[src/logic/acps_params.svh]
// timing, field and reset constants for the conversion power sequencer
`ifndef ACPS_PARAMS_SVH
`define ACPS_PARAMS_SVH
`define ACPS_CLK_MHZ 100
`define ACPS_CYC_DN(ns) ((ns) * `ACPS_CLK_MHZ / 1000)
`define ACPS_T_PU_SHORT_NS 1500
`define ACPS_T_PU_REF_NS 30000
`define ACPS_T_PU_FULL_NS 182000
`define ACPS_T_CONV_NS 2300
`define ACPS_CTRL_W 10
`define ACPS_CTRL_RST 10'h000
`define ACPS_PD_HI_BIT 8
`define ACPS_PD_LO_BIT 7
`define ACPS_EXTERNAL_REFERENCE_SELECT_BIT 0
`define ACPS_CODE_W 10
`define ACPS_WORD_W 16
`define ACPS_RD_BITS 11
`define ACPS_WR_COMMIT 13
`define ACPS_FIFO_DEPTH 16
`define ACPS_SYNC_RST 5'h1c
`endif

[src/logic/acps_pkg.sv]
// shared types of the conversion power sequencer
package acps_pkg;
	typedef enum logic [4:0] {
		ST_OFF  = 5'h01,
		ST_WAKE = 5'h02,
		ST_IDLE = 5'h04,
		ST_CONV = 5'h08,
		ST_DONE = 5'h10
	} acps_state_e;
	typedef logic [1:0]  acps_pd_t;
	typedef logic [15:0] acps_word_t;
	typedef logic [14:0] acps_cnt_t;
endpackage

[src/logic/acps_stream_if.sv]
// valid/ready carrier from the sequencer into its result buffer and from the buffer to the read port
`timescale 1ns/10ps
interface acps_stream_if #(parameter int W = 10);
	logic [W-1:0] data;
	logic         valid;
	logic         ready;
	modport src (output data, output valid, input ready);
	modport snk (input data, input valid, output ready);
endinterface

[src/logic/acps_sync.sv]
// two-stage synchroniser for the pin inputs
`timescale 1ns/10ps
module acps_sync #(
	parameter int           W   = 5,
	parameter logic [W-1:0] RST = '0
) (
	input  wire logic         clk_i,
	input  wire logic         rst_i,
	input  wire logic [W-1:0] d_i,
	output logic      [W-1:0] q_o
);
	logic [W-1:0] s1_r;
	logic [W-1:0] s2_r;

	always_ff @(posedge clk_i or posedge rst_i) begin
		if (rst_i) begin
			s1_r <= RST;
			s2_r <= RST;
		end else begin
			s1_r <= d_i;
			s2_r <= s1_r;
		end
	end

	assign q_o = s2_r;
endmodule

[src/logic/acps_fifo.sv]
// result buffer with registered read data
`timescale 1ns/10ps
module acps_fifo #(
	parameter int W     = 10,
	parameter int DEPTH = 16
) (
	input  wire logic  clk_i,
	input  wire logic  rst_i,
	acps_stream_if.snk in_s,
	acps_stream_if.src out_s
);
	localparam int AW = $clog2(DEPTH);
	logic [W-1:0]  mem_r [DEPTH];
	logic [AW-1:0] wp_r, wp_nxt, rp_r, rp_nxt;
	logic [AW:0]   cnt_r, cnt_nxt;
	logic [W-1:0]  q_r, q_nxt;
	logic          qv_r, qv_nxt;
	logic          push, pop;

	always_comb begin
		push    = in_s.valid && in_s.ready;
		pop     = (cnt_r != '0) && (!qv_r || out_s.ready);
		wp_nxt  = push ? wp_r + AW'(1) : wp_r;
		rp_nxt  = pop ? rp_r + AW'(1) : rp_r;
		cnt_nxt = cnt_r + (AW+1)'(push) - (AW+1)'(pop);
		q_nxt   = pop ? mem_r[rp_r] : q_r;
		qv_nxt  = pop ? 1'b1 : (out_s.ready ? 1'b0 : qv_r);
	end

	always_ff @(posedge clk_i or posedge rst_i) begin
		if (rst_i) begin
			wp_r  <= '0;
			rp_r  <= '0;
			cnt_r <= '0;
			q_r   <= '0;
			qv_r  <= 1'b0;
		end else begin
			wp_r  <= wp_nxt;
			rp_r  <= rp_nxt;
			cnt_r <= cnt_nxt;
			q_r   <= q_nxt;
			qv_r  <= qv_nxt;
		end
	end

	always_ff @(posedge clk_i) begin
		if (push) begin
			mem_r[wp_r] <= in_s.data;
		end
	end

	assign in_s.ready  = (cnt_r != (AW+1)'(DEPTH));
	assign out_s.data  = q_r;
	assign out_s.valid = qv_r;
endmodule

[src/logic/acps_top.sv]
// conversion and power sequencer with serial control and result port
`timescale 1ns/10ps
`include "acps_params.svh"
module acps_top import acps_pkg::*; #(
	parameter int PU_FULL_CYC = `ACPS_CYC_DN(`ACPS_T_PU_FULL_NS)
) (
	input  wire logic                    clk_i,
	input  wire logic                    rst_i,
	input  wire logic                    conversion_start_n_i,
	input  wire logic                    sclk_i,
	input  wire logic                    read_frame_sync_i,
	input  wire logic                    write_frame_sync_i,
	input  wire logic                    din_i,
	input  wire logic [`ACPS_CODE_W-1:0] sample_code_i,
	output logic                         dout_o,
	output logic                         dout_oe_n_o,
	output logic                         hold_o,
	output logic                         core_powered_o,
	output logic                         ref_powered_o,
	output logic                         external_reference_select_o,
	output logic                         power_mode_bit_hi_o,
	output logic                         power_mode_bit_lo_o
);
	localparam acps_cnt_t PU_SHORT_L =
		15'(`ACPS_CYC_DN(`ACPS_T_PU_SHORT_NS) - 1);
	localparam acps_cnt_t PU_REF_L = 15'(`ACPS_CYC_DN(`ACPS_T_PU_REF_NS) - 1);
	localparam acps_cnt_t PU_FULL_L = 15'(PU_FULL_CYC - 1);
	localparam acps_cnt_t CONV_L = 15'(`ACPS_CYC_DN(`ACPS_T_CONV_NS) - 1);
	localparam logic [3:0] RD_LAST = 4'(`ACPS_RD_BITS - 2);
	localparam logic [3:0] WR_LAST = 4'(`ACPS_WR_COMMIT - 1);
	localparam logic [3:0] WR_BITS = 4'(`ACPS_CTRL_W);
	localparam int         CONV_HOLD = `ACPS_CYC_DN(`ACPS_T_CONV_NS) - 1;
	localparam int         PU_SHORT_MAX = `ACPS_CYC_DN(`ACPS_T_PU_SHORT_NS);

	function automatic logic rose(input logic p, input logic c);
		return !p && c;
	endfunction

	function automatic logic word_bit(input acps_word_t w, input logic [3:0] i);
		return w[4'hf - i];
	endfunction

	function automatic logic mode2(input acps_pd_t pd);
		return pd == 2'b01 || pd == 2'b10;
	endfunction

	// pin synchronisers
	logic [4:0] pins_s;
	logic       cs_s, rfs_s, tfs_s, sclk_s, din_s;
	acps_sync #(.W(5), .RST(`ACPS_SYNC_RST)) u_sync (
		.clk_i (clk_i),
		.rst_i (rst_i),
		.d_i   ({conversion_start_n_i, read_frame_sync_i,
			write_frame_sync_i, sclk_i, din_i}),
		.q_o   (pins_s)
	);
	assign {cs_s, rfs_s, tfs_s, sclk_s, din_s} = pins_s;

	// edge history
	logic cs_q, rfs_q, tfs_q, sclk_q;
	logic cs_rise, cs_fall, rfs_rise, tfs_fall, sclk_rise, sclk_fall;
	always_comb begin
		cs_rise   = rose(cs_q, cs_s);
		cs_fall   = rose(cs_s, cs_q);
		rfs_rise  = rose(rfs_q, rfs_s);
		tfs_fall  = rose(tfs_s, tfs_q);
		sclk_rise = rose(sclk_q, sclk_s);
		sclk_fall = rose(sclk_s, sclk_q);
	end
	always_ff @(posedge clk_i or posedge rst_i) begin
		if (rst_i) begin
			cs_q   <= 1'b1;
			rfs_q  <= 1'b1;
			tfs_q  <= 1'b1;
			sclk_q <= 1'b0;
		end else begin
			cs_q   <= cs_s;
			rfs_q  <= rfs_s;
			tfs_q  <= tfs_s;
			sclk_q <= sclk_s;
		end
	end

	// control write port
	logic [`ACPS_CTRL_W-1:0] ctrl_r, ctrl_nxt, wr_sh_r, wr_sh_nxt;
	logic [3:0]              wr_cnt_r, wr_cnt_nxt, wr_bits_r, wr_bits_nxt;
	logic                    wr_act_r, wr_act_nxt, lock_r, lock_nxt;
	acps_pd_t                pd, new_pd;
	logic                    ext_ref;

	always_comb begin
		wr_act_nxt  = wr_act_r;
		wr_cnt_nxt  = wr_cnt_r;
		wr_bits_nxt = wr_bits_r;
		wr_sh_nxt   = wr_sh_r;
		ctrl_nxt    = ctrl_r;
		lock_nxt    = lock_r;
		new_pd      = {wr_sh_r[`ACPS_PD_HI_BIT], wr_sh_r[`ACPS_PD_LO_BIT]};
		if (tfs_fall) begin
			wr_act_nxt  = 1'b1;
			wr_cnt_nxt  = 4'h0;
			wr_bits_nxt = 4'h0;
		end else if (wr_act_r) begin
			if (sclk_fall && wr_bits_r != WR_BITS) begin
				wr_sh_nxt   = {wr_sh_r[`ACPS_CTRL_W-2:0], din_s};
				wr_bits_nxt = wr_bits_r + 4'h1;
			end
			if (sclk_rise) begin
				if (wr_cnt_r == WR_LAST) begin
					ctrl_nxt   = wr_sh_r;
					wr_act_nxt = 1'b0;
					// conversions unlocked only by full power-up
					if (new_pd == 2'b11) begin
						lock_nxt = 1'b0;
					end
				end else begin
					wr_cnt_nxt = wr_cnt_r + 4'h1;
				end
			end
		end
	end
	always_ff @(posedge clk_i or posedge rst_i) begin
		if (rst_i) begin
			wr_act_r  <= 1'b0;
			wr_cnt_r  <= 4'h0;
			wr_bits_r <= 4'h0;
			wr_sh_r   <= `ACPS_CTRL_RST;
			ctrl_r    <= `ACPS_CTRL_RST;
			lock_r    <= 1'b1;
		end else begin
			wr_act_r  <= wr_act_nxt;
			wr_cnt_r  <= wr_cnt_nxt;
			wr_bits_r <= wr_bits_nxt;
			wr_sh_r   <= wr_sh_nxt;
			ctrl_r    <= ctrl_nxt;
			lock_r    <= lock_nxt;
		end
	end
	assign pd      = {ctrl_r[`ACPS_PD_HI_BIT], ctrl_r[`ACPS_PD_LO_BIT]};
	assign ext_ref = ctrl_r[`ACPS_EXTERNAL_REFERENCE_SELECT_BIT];

	// result buffer between converter and output shift register
	acps_stream_if #(.W(`ACPS_CODE_W)) cnv_s ();
	acps_stream_if #(.W(`ACPS_CODE_W)) res_s ();
	acps_fifo #(.W(`ACPS_CODE_W), .DEPTH(`ACPS_FIFO_DEPTH)) u_fifo (
		.clk_i (clk_i),
		.rst_i (rst_i),
		.in_s  (cnv_s),
		.out_s (res_s)
	);

	// power and conversion sequencer
	acps_state_e             st_r, st_nxt;
	acps_cnt_t               cnt_r, cnt_nxt;
	logic                    pend_r, pend_nxt, chg_r, chg_nxt;
	logic [`ACPS_CODE_W-1:0] code_r, code_nxt;
	logic                    hold_r, pwr_r, refp_r;
	logic [8:0]              run_r, run_nxt;

	function automatic acps_cnt_t pu_load(input logic ext, input acps_pd_t m,
		input logic chg);
		if (ext || chg) begin
			return PU_SHORT_L;
		end else if (m == 2'b01) begin
			return PU_REF_L;
		end else begin
			return PU_FULL_L;
		end
	endfunction

	always_comb begin
		st_nxt   = st_r;
		cnt_nxt  = cnt_r;
		pend_nxt = pend_r;
		chg_nxt  = chg_r;
		code_nxt = code_r;
		run_nxt  = (st_r == ST_CONV) ? run_r + 9'h001 : 9'h000;
		case (st_r)
			ST_OFF: begin
				pend_nxt = 1'b0;
				if (!lock_r && (pd == 2'b11 || (mode2(pd) && cs_rise))) begin
					st_nxt  = ST_WAKE;
					cnt_nxt = pu_load(ext_ref, pd, chg_r);
				end
			end
			ST_WAKE: begin
				if (cnt_r == '0) begin
					chg_nxt  = 1'b1;
					pend_nxt = 1'b0;
					if (pend_r || cs_fall) begin
						st_nxt  = ST_CONV;
						cnt_nxt = CONV_L;
					end else begin
						st_nxt = ST_IDLE;
					end
				end else begin
					cnt_nxt = cnt_r - 15'h0001;
					if (cs_fall) begin
						pend_nxt = 1'b1;
					end
				end
			end
			ST_IDLE: begin
				if (cs_fall) begin
					st_nxt  = ST_CONV;
					cnt_nxt = CONV_L;
				end
			end
			ST_CONV: begin
				if (cnt_r == '0) begin
					st_nxt   = ST_DONE;
					code_nxt = sample_code_i;
				end else begin
					cnt_nxt = cnt_r - 15'h0001;
				end
			end
			ST_DONE: begin
				// stalls while the buffer is full; level checked after load
				if (cnv_s.ready) begin
					if (!cs_s && mode2(pd)) begin
						st_nxt = ST_OFF;
					end else begin
						st_nxt = ST_IDLE;
					end
				end
			end
			default: begin
				st_nxt = ST_OFF;
			end
		endcase
		if (pd == 2'b00) begin
			st_nxt  = ST_OFF;
			chg_nxt = 1'b0;
		end
	end
	always_ff @(posedge clk_i or posedge rst_i) begin
		if (rst_i) begin
			st_r   <= ST_OFF;
			cnt_r  <= '0;
			pend_r <= 1'b0;
			chg_r  <= 1'b0;
			code_r <= '0;
			run_r  <= 9'h000;
			hold_r <= 1'b0;
			pwr_r  <= 1'b0;
			refp_r <= 1'b0;
		end else begin
			st_r   <= st_nxt;
			cnt_r  <= cnt_nxt;
			pend_r <= pend_nxt;
			chg_r  <= chg_nxt;
			code_r <= code_nxt;
			run_r  <= run_nxt;
			hold_r <= (st_nxt == ST_CONV);
			pwr_r  <= (st_nxt != ST_OFF) && (st_nxt != ST_WAKE);
			refp_r <= !ext_ref && (st_nxt != ST_OFF || (pd == 2'b01 && chg_nxt));
		end
	end
	assign cnv_s.valid = (st_r == ST_DONE);
	assign cnv_s.data  = code_r;

	// serial read port
	acps_word_t sh_r, sh_nxt;
	logic [3:0] rd_cnt_r, rd_cnt_nxt;
	logic       rd_arm_r, rd_arm_nxt, rd_act_r, rd_act_nxt;
	logic       dout_r, dout_nxt, doe_n_r, doe_n_nxt;
	logic       sh_load;

	always_comb begin
		rd_arm_nxt = rd_arm_r;
		rd_act_nxt = rd_act_r;
		rd_cnt_nxt = rd_cnt_r;
		dout_nxt   = dout_r;
		doe_n_nxt  = doe_n_r;
		sh_nxt     = sh_r;
		// no new result while a read runs
		sh_load    = res_s.valid && !rd_act_r && !(rd_arm_r && sclk_rise);
		if (sh_load) begin
			sh_nxt = {res_s.data, {(`ACPS_WORD_W-`ACPS_CODE_W){1'b0}}};
		end
		if (rfs_rise) begin
			rd_arm_nxt = 1'b1;
			rd_act_nxt = 1'b0;
			doe_n_nxt  = 1'b1;
		end else if (sclk_rise && rd_arm_r) begin
			rd_arm_nxt = 1'b0;
			rd_act_nxt = 1'b1;
			rd_cnt_nxt = 4'h0;
			dout_nxt   = word_bit(sh_r, 4'h0);
			doe_n_nxt  = 1'b0;
		end else if (sclk_rise && rd_act_r) begin
			if (rd_cnt_r == RD_LAST) begin
				rd_act_nxt = 1'b0;
				doe_n_nxt  = 1'b1;
			end else begin
				rd_cnt_nxt = rd_cnt_r + 4'h1;
				dout_nxt   = word_bit(sh_r, rd_cnt_r + 4'h1);
			end
		end
	end
	always_ff @(posedge clk_i or posedge rst_i) begin
		if (rst_i) begin
			sh_r     <= '0;
			rd_cnt_r <= 4'h0;
			rd_arm_r <= 1'b0;
			rd_act_r <= 1'b0;
			dout_r   <= 1'b0;
			doe_n_r  <= 1'b1;
		end else begin
			sh_r     <= sh_nxt;
			rd_cnt_r <= rd_cnt_nxt;
			rd_arm_r <= rd_arm_nxt;
			rd_act_r <= rd_act_nxt;
			dout_r   <= dout_nxt;
			doe_n_r  <= doe_n_nxt;
		end
	end
	assign res_s.ready = !rd_act_r && !(rd_arm_r && sclk_rise);

	assign dout_o                      = dout_r;
	assign dout_oe_n_o                 = doe_n_r;
	assign hold_o                      = hold_r;
	assign core_powered_o              = pwr_r;
	assign ref_powered_o               = refp_r;
	assign external_reference_select_o = ctrl_r[`ACPS_EXTERNAL_REFERENCE_SELECT_BIT];
	assign power_mode_bit_hi_o         = ctrl_r[`ACPS_PD_HI_BIT];
	assign power_mode_bit_lo_o         = ctrl_r[`ACPS_PD_LO_BIT];
endmodule

[config.mk]
export PLATFORM = sky130hd
export DESIGN_NAME = acps_top
export DESIGN_NICKNAME = d
export VERILOG_FILES = /design/src/logic/acps_pkg.sv /design/src/logic/acps_stream_if.sv /design/src/logic/acps_sync.sv /design/src/logic/acps_fifo.sv /design/src/logic/acps_top.sv
export VERILOG_INCLUDE_DIRS = /design/src /design/src/logic
export SDC_FILE = /design/constraint.sdc
export NUM_CORES = 1
export LEC_CHECK = 0
export ABC_AREA = 1
export BUFFER_PORTS_ARGS = -buffer_cell sky130_fd_sc_hd__buf_2
export CELL_PAD_IN_SITES_DETAIL_PLACEMENT = 2
export CELL_PAD_IN_SITES_GLOBAL_PLACEMENT = 2
export CORE_ASPECT_RATIO = 0.8
export CORE_MARGIN = 5
export CORE_UTILIZATION = 45
export CTS_CLUSTER_SIZE = 40
export DETAILED_ROUTE_END_ITERATION = 12
export PLACE_DENSITY = 0.85
export RECOVER_POWER = 100
export SYNTH_ARGS = -nofsm -noshare
export SYNTH_HDL_FRONTEND = slang
export SYNTH_SLANG_ARGS = --single-unit
[constraint.sdc]
create_clock -name clk_i -period 5.27 [get_ports clk_i]
set_clock_uncertainty 0.05 [all_clocks]
set_input_delay 0.527 -clock clk_i [delete_from_list [all_inputs] [get_ports clk_i]]
set_output_delay 0.527 -clock clk_i [all_outputs]
set_load 0.005 [all_outputs]
==> key figures, run 1 <==
Outcome
  • Status: complete, but fails checks
  • Failing checks: max-capacitance violations, max-slew violations

Clock network
  • TritonCTS Sinks: 273
  • H-tree depth: 1
  • Post-CTS Setup Inserts: 0
  • CTS tree: yes
  • CTS buffer count: 29
  • Worst skew pair latency: 0.57 ns
  • Worst-path clk slew: 0.06 ns
  • Clk buf depth: 3
  • Clk root buf: clkbuf_16

Critical path
  • Crit-path cells: inv_1 -> buf_4 -> nor2_1 -> o211ai_1 -> nand3_1 -> nand2_1 -> nand2_1 -> nand2_1
  • Slowest CP cell: inv_1
  • Crit path top cell by count: nand2_1
  • Worst setup EP type: flop
  • Startpoint types: flop
  • Family with the most delay on the worst path: buffers and inverters
  • CP bufs+invs: 2
  • CP Data Arrival Time: 4.20 ns
  • CP peak stage delay: 1.47 ns
  • CP Max Fanout: 56
  • Setup CP Type: flop to flop
  • CP required: 5.70 ns

Routing
  • Met3 WL: 2080 µm
  • Metal1 wirelength: 17200 µm
  • ANT nets after route: 0
  • Via Count: 9010
  • Metal2 WL: 19900 µm
  • Drt total wl: 40400 µm
  • Vias/cell: 5.77
  • Initial drt markers: 891
  • DRC violations left: 0
  • WL per Instance: 25.9 µm
  • Top Metal Used: met5
  • Drt pass-1 iters: 5

GRT
  • First-pass GRT wire length: 62500 µm
  • Vias in the first global route: 10100
  • All-layer global routing usage: 27.6%
  • Initial antenna violation count: 3
  • Pin count of the biggest net entering global routing: 71
  • GRT Residual Overflow: 0

Power and ir drop
  • Lkg Pwr: 6.00 nW
  • PwrDens: 349 nW/µm²
  • Peak VDD IR: 0.312 mV

STA
  • Tmin final: 3.77 ns
  • RSZ-0062 raised after global routing: no
  • Total Neg Setup Slack: 0 ns
  • Final Setup Violations: 0
  • Fin crit share: 71.6%
  • Final Max Tran Viols: 128
  • Final Hold Violating Endpoints: 0
  • Slew HR: -116%
  • Max Freq: 265 MHz
  • Worst-Margin Slew: 3.23 ns

Yosys
  • Mapped Cells: 1164
  • Main combinational cell family by area after synthesis: simple AND/OR/NAND/NOR gates
  • Commonest cells in the netlist: nand2_1, nor2_1, edfxtp_1, o21ai_0, dfrtp_1
  • Yosys warnings: 0
  • Most frequent cell after synthesis: nand2_1
  • Syn avg cell area: 10.2 µm²
  • Flip-flop and latch count after synthesis: 273
  • Async S/R FF share, synth: 41.4%
  • Synth unique cells: 38
  • Adder-Cell Fraction of Synth Area: 2.38%
  • Xor and xnor area share after synthesis: 1.11%
  • Simple-gate share of the synthesized area: 19.1%
  • Syn Nets: 1203
  • Register area share after synthesis: 64.4%
  • Post-synthesis instance area: 11900 µm²
  • Post-synth top area share: 40.5%
  • Post-synthesis mux area share: 0.474%
  • Largest area contributor in the netlist: edfxtp_1
  • EDFF count, synth: 160
  • Synth area leaders: edfxtp_1, dfrtp_1, nand2_1, nor2_1, o21ai_0
  • Synth Flop Type: edfxtp_1
  • Synth Area in Compound Gates: 8.26%

Finish
  • Fraction of layout instances using a drive strength above 1: 8.38%
  • Antenna fix cells: 0
  • Layout area overhead: 11.7%
  • Design area: 13300 µm²
  • Final nets: 1221

Floorplanning
  • Ports: 25
  • Initial core utilization: 45.4%
  • Row cnt: 53
  • Chip width: 192 µm
  • Die ar.: 29700 µm²
  • Chip Height: 155 µm
  • Core area: 26100 µm²

Worst hold path
  • Worst hold path type: input pin to flop

Place
  • Placed instance area: 12300 µm²
  • Port bufs: 24
  • Post-DP HPWL: 24500 µm
  • Gpl congestion: 0.789

Job
  • Max Cap Violations: 2
-- metal layers --
metal	GRT usage [%]	up-vias
met5	0	-
met4	8.75	4
met3	3.97	83
met2	46.0	289
met1	37.6	4681
li1	-	3953
-- logic make-up after synthesis --
| logic type | Yosys count |
|---|---|
| simple gates | 548 |
| flops | 273 |
| compound gates | 176 |
| buf+inv | 125 |
| fa+ha+maj | 22 |
| xor+xnor | 15 |
| mux | 5 |
-- through the flow --
| step | setup WS [ns] | std cells | util (%) | power (W) | hold WS [ns] |
|---|---|---|---|---|---|
| 6_report | 1.50 | 1562 | 50.7 | 0.00462 | 0.0281 |
| 5_1_grt | 1.16 | 1562 | 50.7 | 0.00478 | 0.0147 |
| 4_1_cts | 1.72 | 1562 | 50.9 | 0.00464 | 0.0165 |
| 3_5_place_dp | 1.90 | 1507 | 47.0 | 0.00248 | 0.291 |
| 3_3_place_gp | 2.11 | 1507 | 47.0 | 0.00247 | 0.282 |
| 2_1_floorplan | 1.73 | 1164 | - | 0.00243 | 0.281 |
-- worst paths after layout --
kind	start	end	slack, ns	cells past startpoint
setup / recovery	u_fifo.rp_r[0]	u_fifo.out_s.data[6]	1.50	8
hold / removal	write_frame_sync_i	u_sync.s1_r[2]	0.03	1
min in group asynchronous	rst_i	st_r[4]	0.83	2
max in group asynchronous	rst_i	cnv_s.data[5]	2.06	3
hold reg to reg	u_sync.s1_r[0]	u_sync.q_o[0]	0.30	0
setup reg to reg	u_fifo.rp_r[0]	u_fifo.out_s.data[6]	1.50	8
-- layout make-up --
| class | instances | area [µm²] |
|---|---|---|
| Sequential cell | 273 | 7650 |
| Tap cell | 357 | 447 |
| Clock inverter | 11 | 90.1 |
| Clock buffer | 43 | 925 |
| Fill cell | 2637 | 12900 |
| Multi-Input combinational cell | 766 | 3680 |
| Inverter | 83 | 313 |
| Timing Repair Buffer | 29 | 150 |
-- state kept, by name (all words and copies together) (netlist names), 9 cells and up --
name / flops
cnt_r: 15
cnv_s.data: 10
sh_r: 10
u_fifo.mem_r: 160
u_fifo.out_s.data: 10
wr_sh_r: 9
-- layout by cell type, fill, tap and decap left out, types with 2 or more instances in the layout --
master and instances:
nand2_1 240, nor2_1 206, edfxtp_1 160, o21ai_0 110, dfrtp_1 100, inv_1 79, nand3_1 78, o211ai_1 33
clkbuf_16 31, a21oi_1 22, ha_1 21, buf_2 18, xor2_1 13, clkbuf_8 10, nand4_1 9, dfstp_2 8
clkinv_2 7, clkbuf_1 7, nor3_1 6, mux2_2 5, o21ai_1 4, dfstp_1 4, buf_4 3, nor2_2 2
clkinv_1 2, o22ai_1 2, xnor2_1 2, nand2_2 2, nor2_4 2
-- what timing repair did --
action | CTS | global route
endpoints found under the hold margin | 1 | 0
hold buffers | 1 | 0
endpoints found under the setup margin | 0 | 0
gates resized for setup | 0 | 0
-- power breakdown --
part,switching [W],internal (W),total [W]
logic,0.0000858,0.0000390,0.000125
registers,0.0000334,0.00229,0.00232
clock network,0.000914,0.00126,0.00218
(Power assumes the default switching activity.)
==> run 2: changes to the inputs <==
--- a/config.mk
+++ b/config.mk
@@ -12,10 +12,10 @@
 export CELL_PAD_IN_SITES_GLOBAL_PLACEMENT = 2
 export CORE_ASPECT_RATIO = 0.8
 export CORE_MARGIN = 5
-export CORE_UTILIZATION = 45
+export CORE_UTILIZATION = 37
 export CTS_CLUSTER_SIZE = 40
 export DETAILED_ROUTE_END_ITERATION = 12
-export PLACE_DENSITY = 0.85
+export PLACE_DENSITY = 0.75
 export RECOVER_POWER = 100
 export SYNTH_ARGS = -nofsm -noshare
 export SYNTH_HDL_FRONTEND = slang
==> constraint.sdc (replaced) <==
create_clock -name clk_i -period 3 [get_ports clk_i]
set_clock_uncertainty 0.05 [all_clocks]
set_input_delay 0.3 -clock clk_i [delete_from_list [all_inputs] [get_ports clk_i]]
set_output_delay 0.3 -clock clk_i [all_outputs]
set_load 0.005 [all_outputs]
==> key figures, run 2 (synthesis results as in run 1) <==
Outcome
  • Status: completed (was complete, but fails checks)

GRT
  • Pin count of the biggest net entering global routing: 63 (was 71)
  • Vias in the first global route: 9685 (was 10100)
  • First-pass GRT wire length: 55400 µm (was 62500 µm)
  • All-layer global routing usage: 19.6% (was 27.6%)
  • GRT Residual Overflow: 0 (unchanged)
  • Initial antenna violation count: 0 (was 3)

Critical path
  • CP peak stage delay: 0.49 ns (was 1.47 ns)
  • Setup CP Type: flop to flop (unchanged)
  • CP bufs+invs: 2 (unchanged)
  • CP Max Fanout: 10 (was 56)
  • CP required: 3.16 ns (was 5.70 ns)
  • Worst setup EP type: flop (unchanged)
  • Crit-path cells: nor2_1 -> nand2_1 -> nor2_1 -> nand2_1 -> clkinv_1 -> nand2_1 -> nor2_1 -> clkbuf_1 (was inv_1 -> buf_4 -> nor2_1 -> o211ai_1 -> nand3_1 -> nand2_1 -> nand2_1 -> nand2_1)
  • Slowest CP cell: clkbuf_1 (was inv_1)
  • Family with the most delay on the worst path: simple AND/OR/NAND/NOR gates (was buffers and inverters)
  • Startpoint types: flop (unchanged)
  • CP Data Arrival Time: 2.86 ns (was 4.20 ns)

Place
  • Post-DP HPWL: 23100 µm (was 24500 µm)
  • Placed cell count: 1599 (was 1507)
  • Gpl congestion: 0.796 (was 0.789)
  • Port bufs: 24 (unchanged)

Finish
  • Final nets: 1266 (was 1221)
  • Top reg by flops: u_fifo.mem_r (unchanged)
  • Layout area overhead: 14.5% (was 11.7%)
  • Most common cell after layout, fill and taps aside: nand2_1 (unchanged)
  • Number of flip-flops in the largest register: 160 (unchanged)
  • Antenna fix cells: 0 (unchanged)
  • Commonest cells after routing, fill and taps aside: nand2_1, nor2_1, edfxtp_1, o21ai_0, dfrtp_1 (unchanged)
  • Fraction of layout instances using a drive strength above 1: 9.67% (was 8.38%)
  • Non-filler cells, final: 1671 (was 1562)
  • Largest registers: u_fifo.mem_r: 160 flops, cnt_r: 15 flops (unchanged)
  • Core Util, Final: 43.0% (was 50.7%)
  • Fillers: 3327 (was 2637)

STA
  • Tmin final: 2.70 ns (was 3.77 ns)
  • Max Freq: 371 MHz (was 265 MHz)
  • Total Neg Setup Slack: 0 ns (unchanged)
  • Final Max Tran Viols: 0 (was 128)
  • Final Hold Violating Endpoints: 0 (unchanged)
  • Fin crit share: 89.9% (was 71.6%)
  • RSZ-0062 raised after global routing: no (unchanged)
  • Worst-Margin Slew: 1.40 ns (was 3.23 ns)
  • Slew HR: 6.42% (was -116%)
  • Final Setup Violations: 0 (unchanged)

Clock network
  • H-tree depth: 1 (unchanged)
  • CTS buffer count: 30 (was 29)
  • Clk buf depth: 3 (unchanged)
  • Post-cts resize count: 0 (unchanged)
  • CTS tree: yes (unchanged)
  • TritonCTS Sinks: 273 (unchanged)
  • Clk root buf: clkbuf_16 (unchanged)
  • Worst-path clk slew: 0.06 ns (about the same)
  • Worst skew pair latency: 0.58 ns (was 0.57 ns)
  • Post-CTS Setup Inserts: 0 (unchanged)

Power and ir drop
  • PwrDens: 578 nW/µm² (was 349 nW/µm²)
  • Peak VDD IR: 0.474 mV (was 0.312 mV)
  • Lkg Pwr: 6.14 nW (was 6.00 nW)

Floorplanning
  • Row cnt: 58 (was 53)
  • Die ar.: 35800 µm² (was 29700 µm²)
  • Core area: 31600 µm² (was 26100 µm²)
  • Initial core utilization: 37.6% (was 45.4%)
  • Chip Height: 170 µm (was 155 µm)
  • Ports: 25 (unchanged)
  • Chip width: 210 µm (was 192 µm)

Routing
  • WL per Instance: 20.8 µm (was 25.9 µm)
  • Vias/cell: 5.20 (was 5.77)
  • Via Count: 8686 (was 9010)
  • DRC violations left: 0 (unchanged)
  • ANT nets after route: 0 (unchanged)
  • Drt total wl: 34800 µm (was 40400 µm)
  • Initial drt markers: 551 (was 891)
  • Drt pass-1 iters: 5 (unchanged)

Job
  • Max Cap Violations: 0 (was 2)

Worst hold path
  • Worst hold path type: flop to flop (was input pin to flop)
## run 2: cell count changes in the layout (fill, tap and decap cells not counted), sizes merged
cell / before / now
clkinv: 10 / 17
inv: 81 / 80
dlygate4sd3: 1 / 16
clkinvlp: 2 / 3
clkbuf: 50 / 66
buf: 21 / 29
## run 2: timing repair
| action | CTS | global route |
|---|---|---|
| setup endpoints to repair | 0 | 0 |
| hold endpoints to repair | 36 | 0 |
| hold buffers | 16 | 0 |
## run 2: where the power goes
| group | internal [W] | switching [W] | leakage (nW) |
|---|---|---|---|
| logic | 0.0000824 | 0.000136 | 2.33 |
| registers | 0.00402 | 0.0000531 | 3.34 |
| clock network | 0.00200 | 0.00157 | 0.464 |
## run 2: worst reg2reg max path, cell delays in order (launching register included)
cell      delay [ns]
dfrtp_1         0.44
nor2_1          0.30
nand2_1         0.09
nor2_1          0.26
nand2_1         0.15
clkinv_1        0.19
nand2_1         0.20
nor2_1          0.18
clkbuf_1        0.49
## run 2: final timing paths
| check | endpoint | start | slack (ns) | depth (start not counted) |
|---|---|---|---|---|
| worst max register to register | u_fifo.mem_r[5][7] | st_r[3] | 0.30 | 8 |
| worst min register to register | u_sync.q_o[1] | u_sync.s1_r[1] | 0.30 | 0 |
| worst max-delay path | u_fifo.mem_r[5][7] | st_r[3] | 0.30 | 8 |
| worst min-delay path | u_sync.q_o[1] | u_sync.s1_r[1] | 0.30 | 0 |
| min in group asynchronous | wr_cnt_r[1] | rst_i | 0.55 | 3 |
| max in group asynchronous | cnv_s.data[6] | rst_i | 0.78 | 4 |
## run 2: cell type report
class	instances	area, µm²	share of cell area (%)
Sequential cell	273	7650	56.3
Multi-Input combinational cell	766	3690	27.1
Clock buffer	38	811	5.97
Tap cell	420	526	3.87
Timing Repair Buffer	73	465	3.43
Inverter	83	313	2.30
Clock inverter	18	130	0.958
## run 2: stage by stage
stage	hold WS, ns	worst slack, ns	area (µm²)	power (W)
floorplan	0.254	0.313	11900	0.00427
global placement	0.281	0.488	12600	0.00434
detailed placement	0.295	0.329	12600	0.00436
CTS	0.294	0.282	13700	0.00795
global route	0.313	0.0599	13600	0.00816
finish	0.300	0.303	13600	0.00785
## run 2: metal layers
metal | track usage, % | share of wire (%) | up-vias
met4 | 3.80 | 1.8 | 0
met3 | 3.17 | 3.4 | 38
li1 | - | - | 4043
met2 | 33.3 | 48 | 139
met5 | 0 | 0 | -
met1 | 27.1 | 46 | 4466
==> run 3: changes to the inputs <==
--- a/config.mk
+++ b/config.mk
@@ -6,13 +6,12 @@
 export SDC_FILE = /design/constraint.sdc
 export NUM_CORES = 1
 export LEC_CHECK = 0
-export ABC_AREA = 1
 export BUFFER_PORTS_ARGS = -buffer_cell sky130_fd_sc_hd__buf_2
-export CELL_PAD_IN_SITES_DETAIL_PLACEMENT = 2
-export CELL_PAD_IN_SITES_GLOBAL_PLACEMENT = 2
+export CELL_PAD_IN_SITES_DETAIL_PLACEMENT = 1
+export CELL_PAD_IN_SITES_GLOBAL_PLACEMENT = 1
 export CORE_ASPECT_RATIO = 0.8
 export CORE_MARGIN = 5
-export CORE_UTILIZATION = 37
+export CORE_UTILIZATION = 48
 export CTS_CLUSTER_SIZE = 40
 export DETAILED_ROUTE_END_ITERATION = 12
 export PLACE_DENSITY = 0.75
==> key figures, run 3 <==
Finish
  • Largest registers: u_fifo.mem_r: 160 flops, cnt_r: 15 flops (unchanged)
  • Final nets: 818 (was 1266)
  • Non-filler cells, final: 1112 (was 1671)
  • Most common cell after layout, fill and taps aside: edfxtp_1 (was nand2_1)
  • Fillers: 2247 (was 3327)
  • Commonest cells after routing, fill and taps aside: edfxtp_1, dfrtp_1, mux4_2, mux2_2, nand2_1 (was nand2_1, nor2_1, edfxtp_1, o21ai_0, dfrtp_1)
  • Layout area overhead: 13.3% (was 14.5%)
  • Top reg by flops: u_fifo.mem_r (unchanged)
  • Antenna fix cells: 0 (unchanged)
  • Number of flip-flops in the largest register: 160 (unchanged)
  • Core Util, Final: 55.5% (was 43.0%)
  • Fraction of layout instances using a drive strength above 1: 22.8% (was 9.67%)

Yosys
  • Flip-flop and latch count after synthesis: 273 (unchanged)
  • EDFF count, synth: 160 (unchanged)
  • Post-synthesis instance area: 11500 µm² (was 11900 µm²)
  • Post-synth top area share: 41.7% (was 40.5%)
  • Largest area contributor in the netlist: edfxtp_1 (unchanged)
  • Commonest cells in the netlist: edfxtp_1, dfrtp_1, mux4_2, mux2_2, nand2_1 (was nand2_1, nor2_1, edfxtp_1, o21ai_0, dfrtp_1)
  • Synth Flop Type: edfxtp_1 (unchanged)
  • Register area share after synthesis: 66.4% (was 64.4%)
  • Yosys warnings: 0 (unchanged)
  • Synth area leaders: edfxtp_1, dfrtp_1, mux4_2, mux2_2, dfstp_2 (was edfxtp_1, dfrtp_1, nand2_1, nor2_1, o21ai_0)
  • Mapped Cells: 714 (was 1164)
  • Async S/R FF share, synth: 41.4% (unchanged)
  • Syn Nets: 753 (was 1203)
  • Synth unique cells: 61 (was 38)
  • Syn avg cell area: 16.1 µm² (was 10.2 µm²)
  • Most frequent cell after synthesis: edfxtp_1 (was nand2_1)

STA
  • Total Neg Setup Slack: 0 ns (unchanged)
  • Tmin final: 2.79 ns (was 2.70 ns)
  • Slew HR: -15.8% (was 6.42%)
  • Fin crit share: 92.8% (was 89.9%)
  • Final Hold Violating Endpoints: 0 (unchanged)
  • Max Freq: 359 MHz (was 371 MHz)
  • Final Max Tran Viols: 69 (was 0)
  • RSZ-0062 raised after global routing: no (unchanged)
  • WHS: 0.301 ns (was 0.300 ns)
  • Worst-Margin Slew: 1.74 ns (was 1.40 ns)
  • Final Setup Violations: 0 (unchanged)

Routing
  • Initial drt markers: 446 (was 551)
  • Drt pass-1 iters: 5 (unchanged)
  • WL per Instance: 22.0 µm (was 20.8 µm)
  • DRC violations left: 0 (unchanged)
  • Vias/cell: 5.78 (was 5.20)
  • Via Count: 6422 (was 8686)
  • Drt total wl: 24500 µm (was 34800 µm)
  • ANT nets after route: 0 (unchanged)

GRT
  • Initial antenna violation count: 0 (unchanged)
  • Pin count of the biggest net entering global routing: 69 (was 63)
  • First-pass GRT wire length: 39700 µm (was 55400 µm)
  • All-layer global routing usage: 18.4% (was 19.6%)
  • Vias in the first global route: 7078 (was 9685)
  • GRT Residual Overflow: 0 (unchanged)

Critical path
  • FF-to-FF Start: u_fifo.cnt_r[3] (was st_r[3])
  • Reg2Reg Depth: 13 (was 8)
  • CP Data Arrival Time: 3.18 ns (was 2.86 ns)
  • CP Launch Point: u_fifo.cnt_r[3] (was st_r[3])
  • Startpoint types: flop (unchanged)
  • Worst setup EP type: flop (unchanged)
  • CP Max Fanout: 3 (was 10)
  • Setup CP Type: flop to flop (unchanged)
  • CP required: 3.39 ns (was 3.16 ns)

Power and ir drop
  • Combinational share of power: 3.2% (was 2.8%)
  • Int Power: 0.00612 W (was 0.00610 W)
  • Sw Share: 20.9% (was 22.4%)
  • Clock share of power: 42.5% (was 45.4%)
  • Power Total: 0.00774 W (was 0.00785 W)
  • PwrDens: 593 nW/µm² (was 578 nW/µm²)
  • Sequential Power Share: 54.3% (was 51.8%)
  • Lkg Pwr: 4.85 nW (was 6.14 nW)
  • Psw: 0.00162 W (was 0.00176 W)
  • Peak VDD IR: 0.435 mV (was 0.474 mV)

Worst hold path
  • Worst hold path type: flop to flop (unchanged)
  • Worst Hold Launch: u_sync.s1_r[0] (was u_sync.s1_r[1])
  • Hold Path Cell Cnt: 0 (unchanged)

Floorplanning
  • Row cnt: 50 (was 58)
  • Chip Height: 149 µm (was 170 µm)
  • Core area: 23500 µm² (was 31600 µm²)
  • Initial core utilization: 48.9% (was 37.6%)
  • Die ar.: 27200 µm² (was 35800 µm²)
  • Ports: 25 (unchanged)
  • Chip width: 183 µm (was 210 µm)

Clock network
  • Clk root buf: clkbuf_16 (unchanged)
  • CTS tree: yes (unchanged)
  • Clk buf depth: 3 (unchanged)
  • TritonCTS Sinks: 273 (unchanged)
  • CTS buffer count: 28 (was 30)
  • Worst skew pair latency: 0.54 ns (was 0.58 ns)
  • Post-CTS Setup Inserts: 0 (unchanged)
  • H-tree depth: 1 (unchanged)
  • Worst-path clk slew: 0.06 ns (about the same)

Place
  • Gpl congestion: 0.839 (was 0.796)
  • Placed cell count: 1045 (was 1599)
  • Port bufs: 24 (unchanged)
  • Post-DP HPWL: 16600 µm (was 23100 µm)

Job
  • Max Cap Violations: 1 (was 0)

Outcome
  • Status: complete, but fails checks (was completed)
  • Failing checks: max-capacitance violations, max-slew violations
[run 3: changes by cell type after synthesis, sizes merged, moves of 12 or more]
cell / change
nor2: -179
nand2: -210
mux4: +52
mux2: +37
o211ai: -22
nand3: -69
nor3: +12
o21ai: -93
clkbuf: -14
inv: -50
[run 3: metrics by stage]
stage | setup slack [ns] | cell area, µm²
floorplan | 0.175 | 11500
global placement | 0.319 | 12100
detailed placement | 0.171 | 12100
CTS | 0.101 | 13200
global route | 0.0717 | 13000
finish | 0.215 | 13000
[run 3: layer usage]
| layer | up-vias | wire length, µm | share of wire [%] | GRT usage (%) |
|---|---|---|---|---|
| li1 | 2873 | - | - | - |
| met1 | 3369 | 11300 | 46 | 26.8 |
| met2 | 141 | 11600 | 47 | 29.7 |
| met3 | 39 | 1260 | 5.1 | 3.25 |
| met4 | 0 | 384 | 1.6 | 3.57 |
| met5 | - | 0 | 0 | 0 |
[run 3: repair_timing]
| item | CTS | global route |
|---|---|---|
| hold buffers | 16 | 0 |
| endpoints found under the setup margin | 0 | 1 |
| hold endpoints to repair | 56 | 0 |
| resized for setup | 0 | 1 |
[run 3: cell families (layout without fill, tap and decap cells)]
logic type | after synthesis | in the layout | share of synthesized area, %
AO/OA/AOI/OAI | 89 | 89 | 5.23
XOR/XNOR | 18 | 18 | 1.37
adder cells (fa/ha/maj) | 22 | 22 | 2.46
buffers and inverters | 58 | 144 | 2.17
flip-flops | 273 | 273 | 66.4
multiplexers | 96 | 96 | 14.8
AND/OR/NAND/NOR | 158 | 158 | 7.59
[run 3: layout make-up]
type                    count  area [µm²]  share of cell area (%)
multi-input cells         383        3580                    27.4
clock inverters            10        85.1                   0.652
repair buffers             62         432                    3.31
inverters                  31         120                   0.921
flip-flops and latches    273        7650                    58.6
well taps                 312         390                    2.99
clock buffers              41         790                    6.05
[run 3: path summary, 6_finish.rpt]
| check | to | slack (ns) |
|---|---|---|
| min reg2reg | u_sync.q_o[0] | 0.30 |
| min | u_sync.q_o[0] | 0.30 |
| max in group asynchronous | cnv_s.data[6] | 0.96 |
| min in group asynchronous | u_fifo.cnt_r[4] | 0.65 |
| max | u_fifo.cnt_r[4] | 0.21 |
| max reg2reg | u_fifo.cnt_r[4] | 0.21 |
[run 3: power by group through the flow]
stage	Clock (W)	Combinational, W	Sequential [W]
after floorplan	0	0.000173	0.00423
after global placement	0	0.000215	0.00426
after detailed placement	0	0.000237	0.00428
after CTS	0.00337	0.000258	0.00421
after global routing	0.00355	0.000276	0.00422
final	0.00329	0.000244	0.00420
[run 3: critical path, stage by stage (launching register included)]
cell      delay, ns
dfrtp_1        0.40
inv_1          0.09
ha_1           0.16
nor4b_2        0.22
nand2b_1       0.20
inv_1          0.08
ha_1           0.28
inv_1          0.04
ha_1           0.23
fa_1           0.45
a21oi_1        0.15
nor2_1         0.06
nor2_1         0.13
xnor2_1        0.15
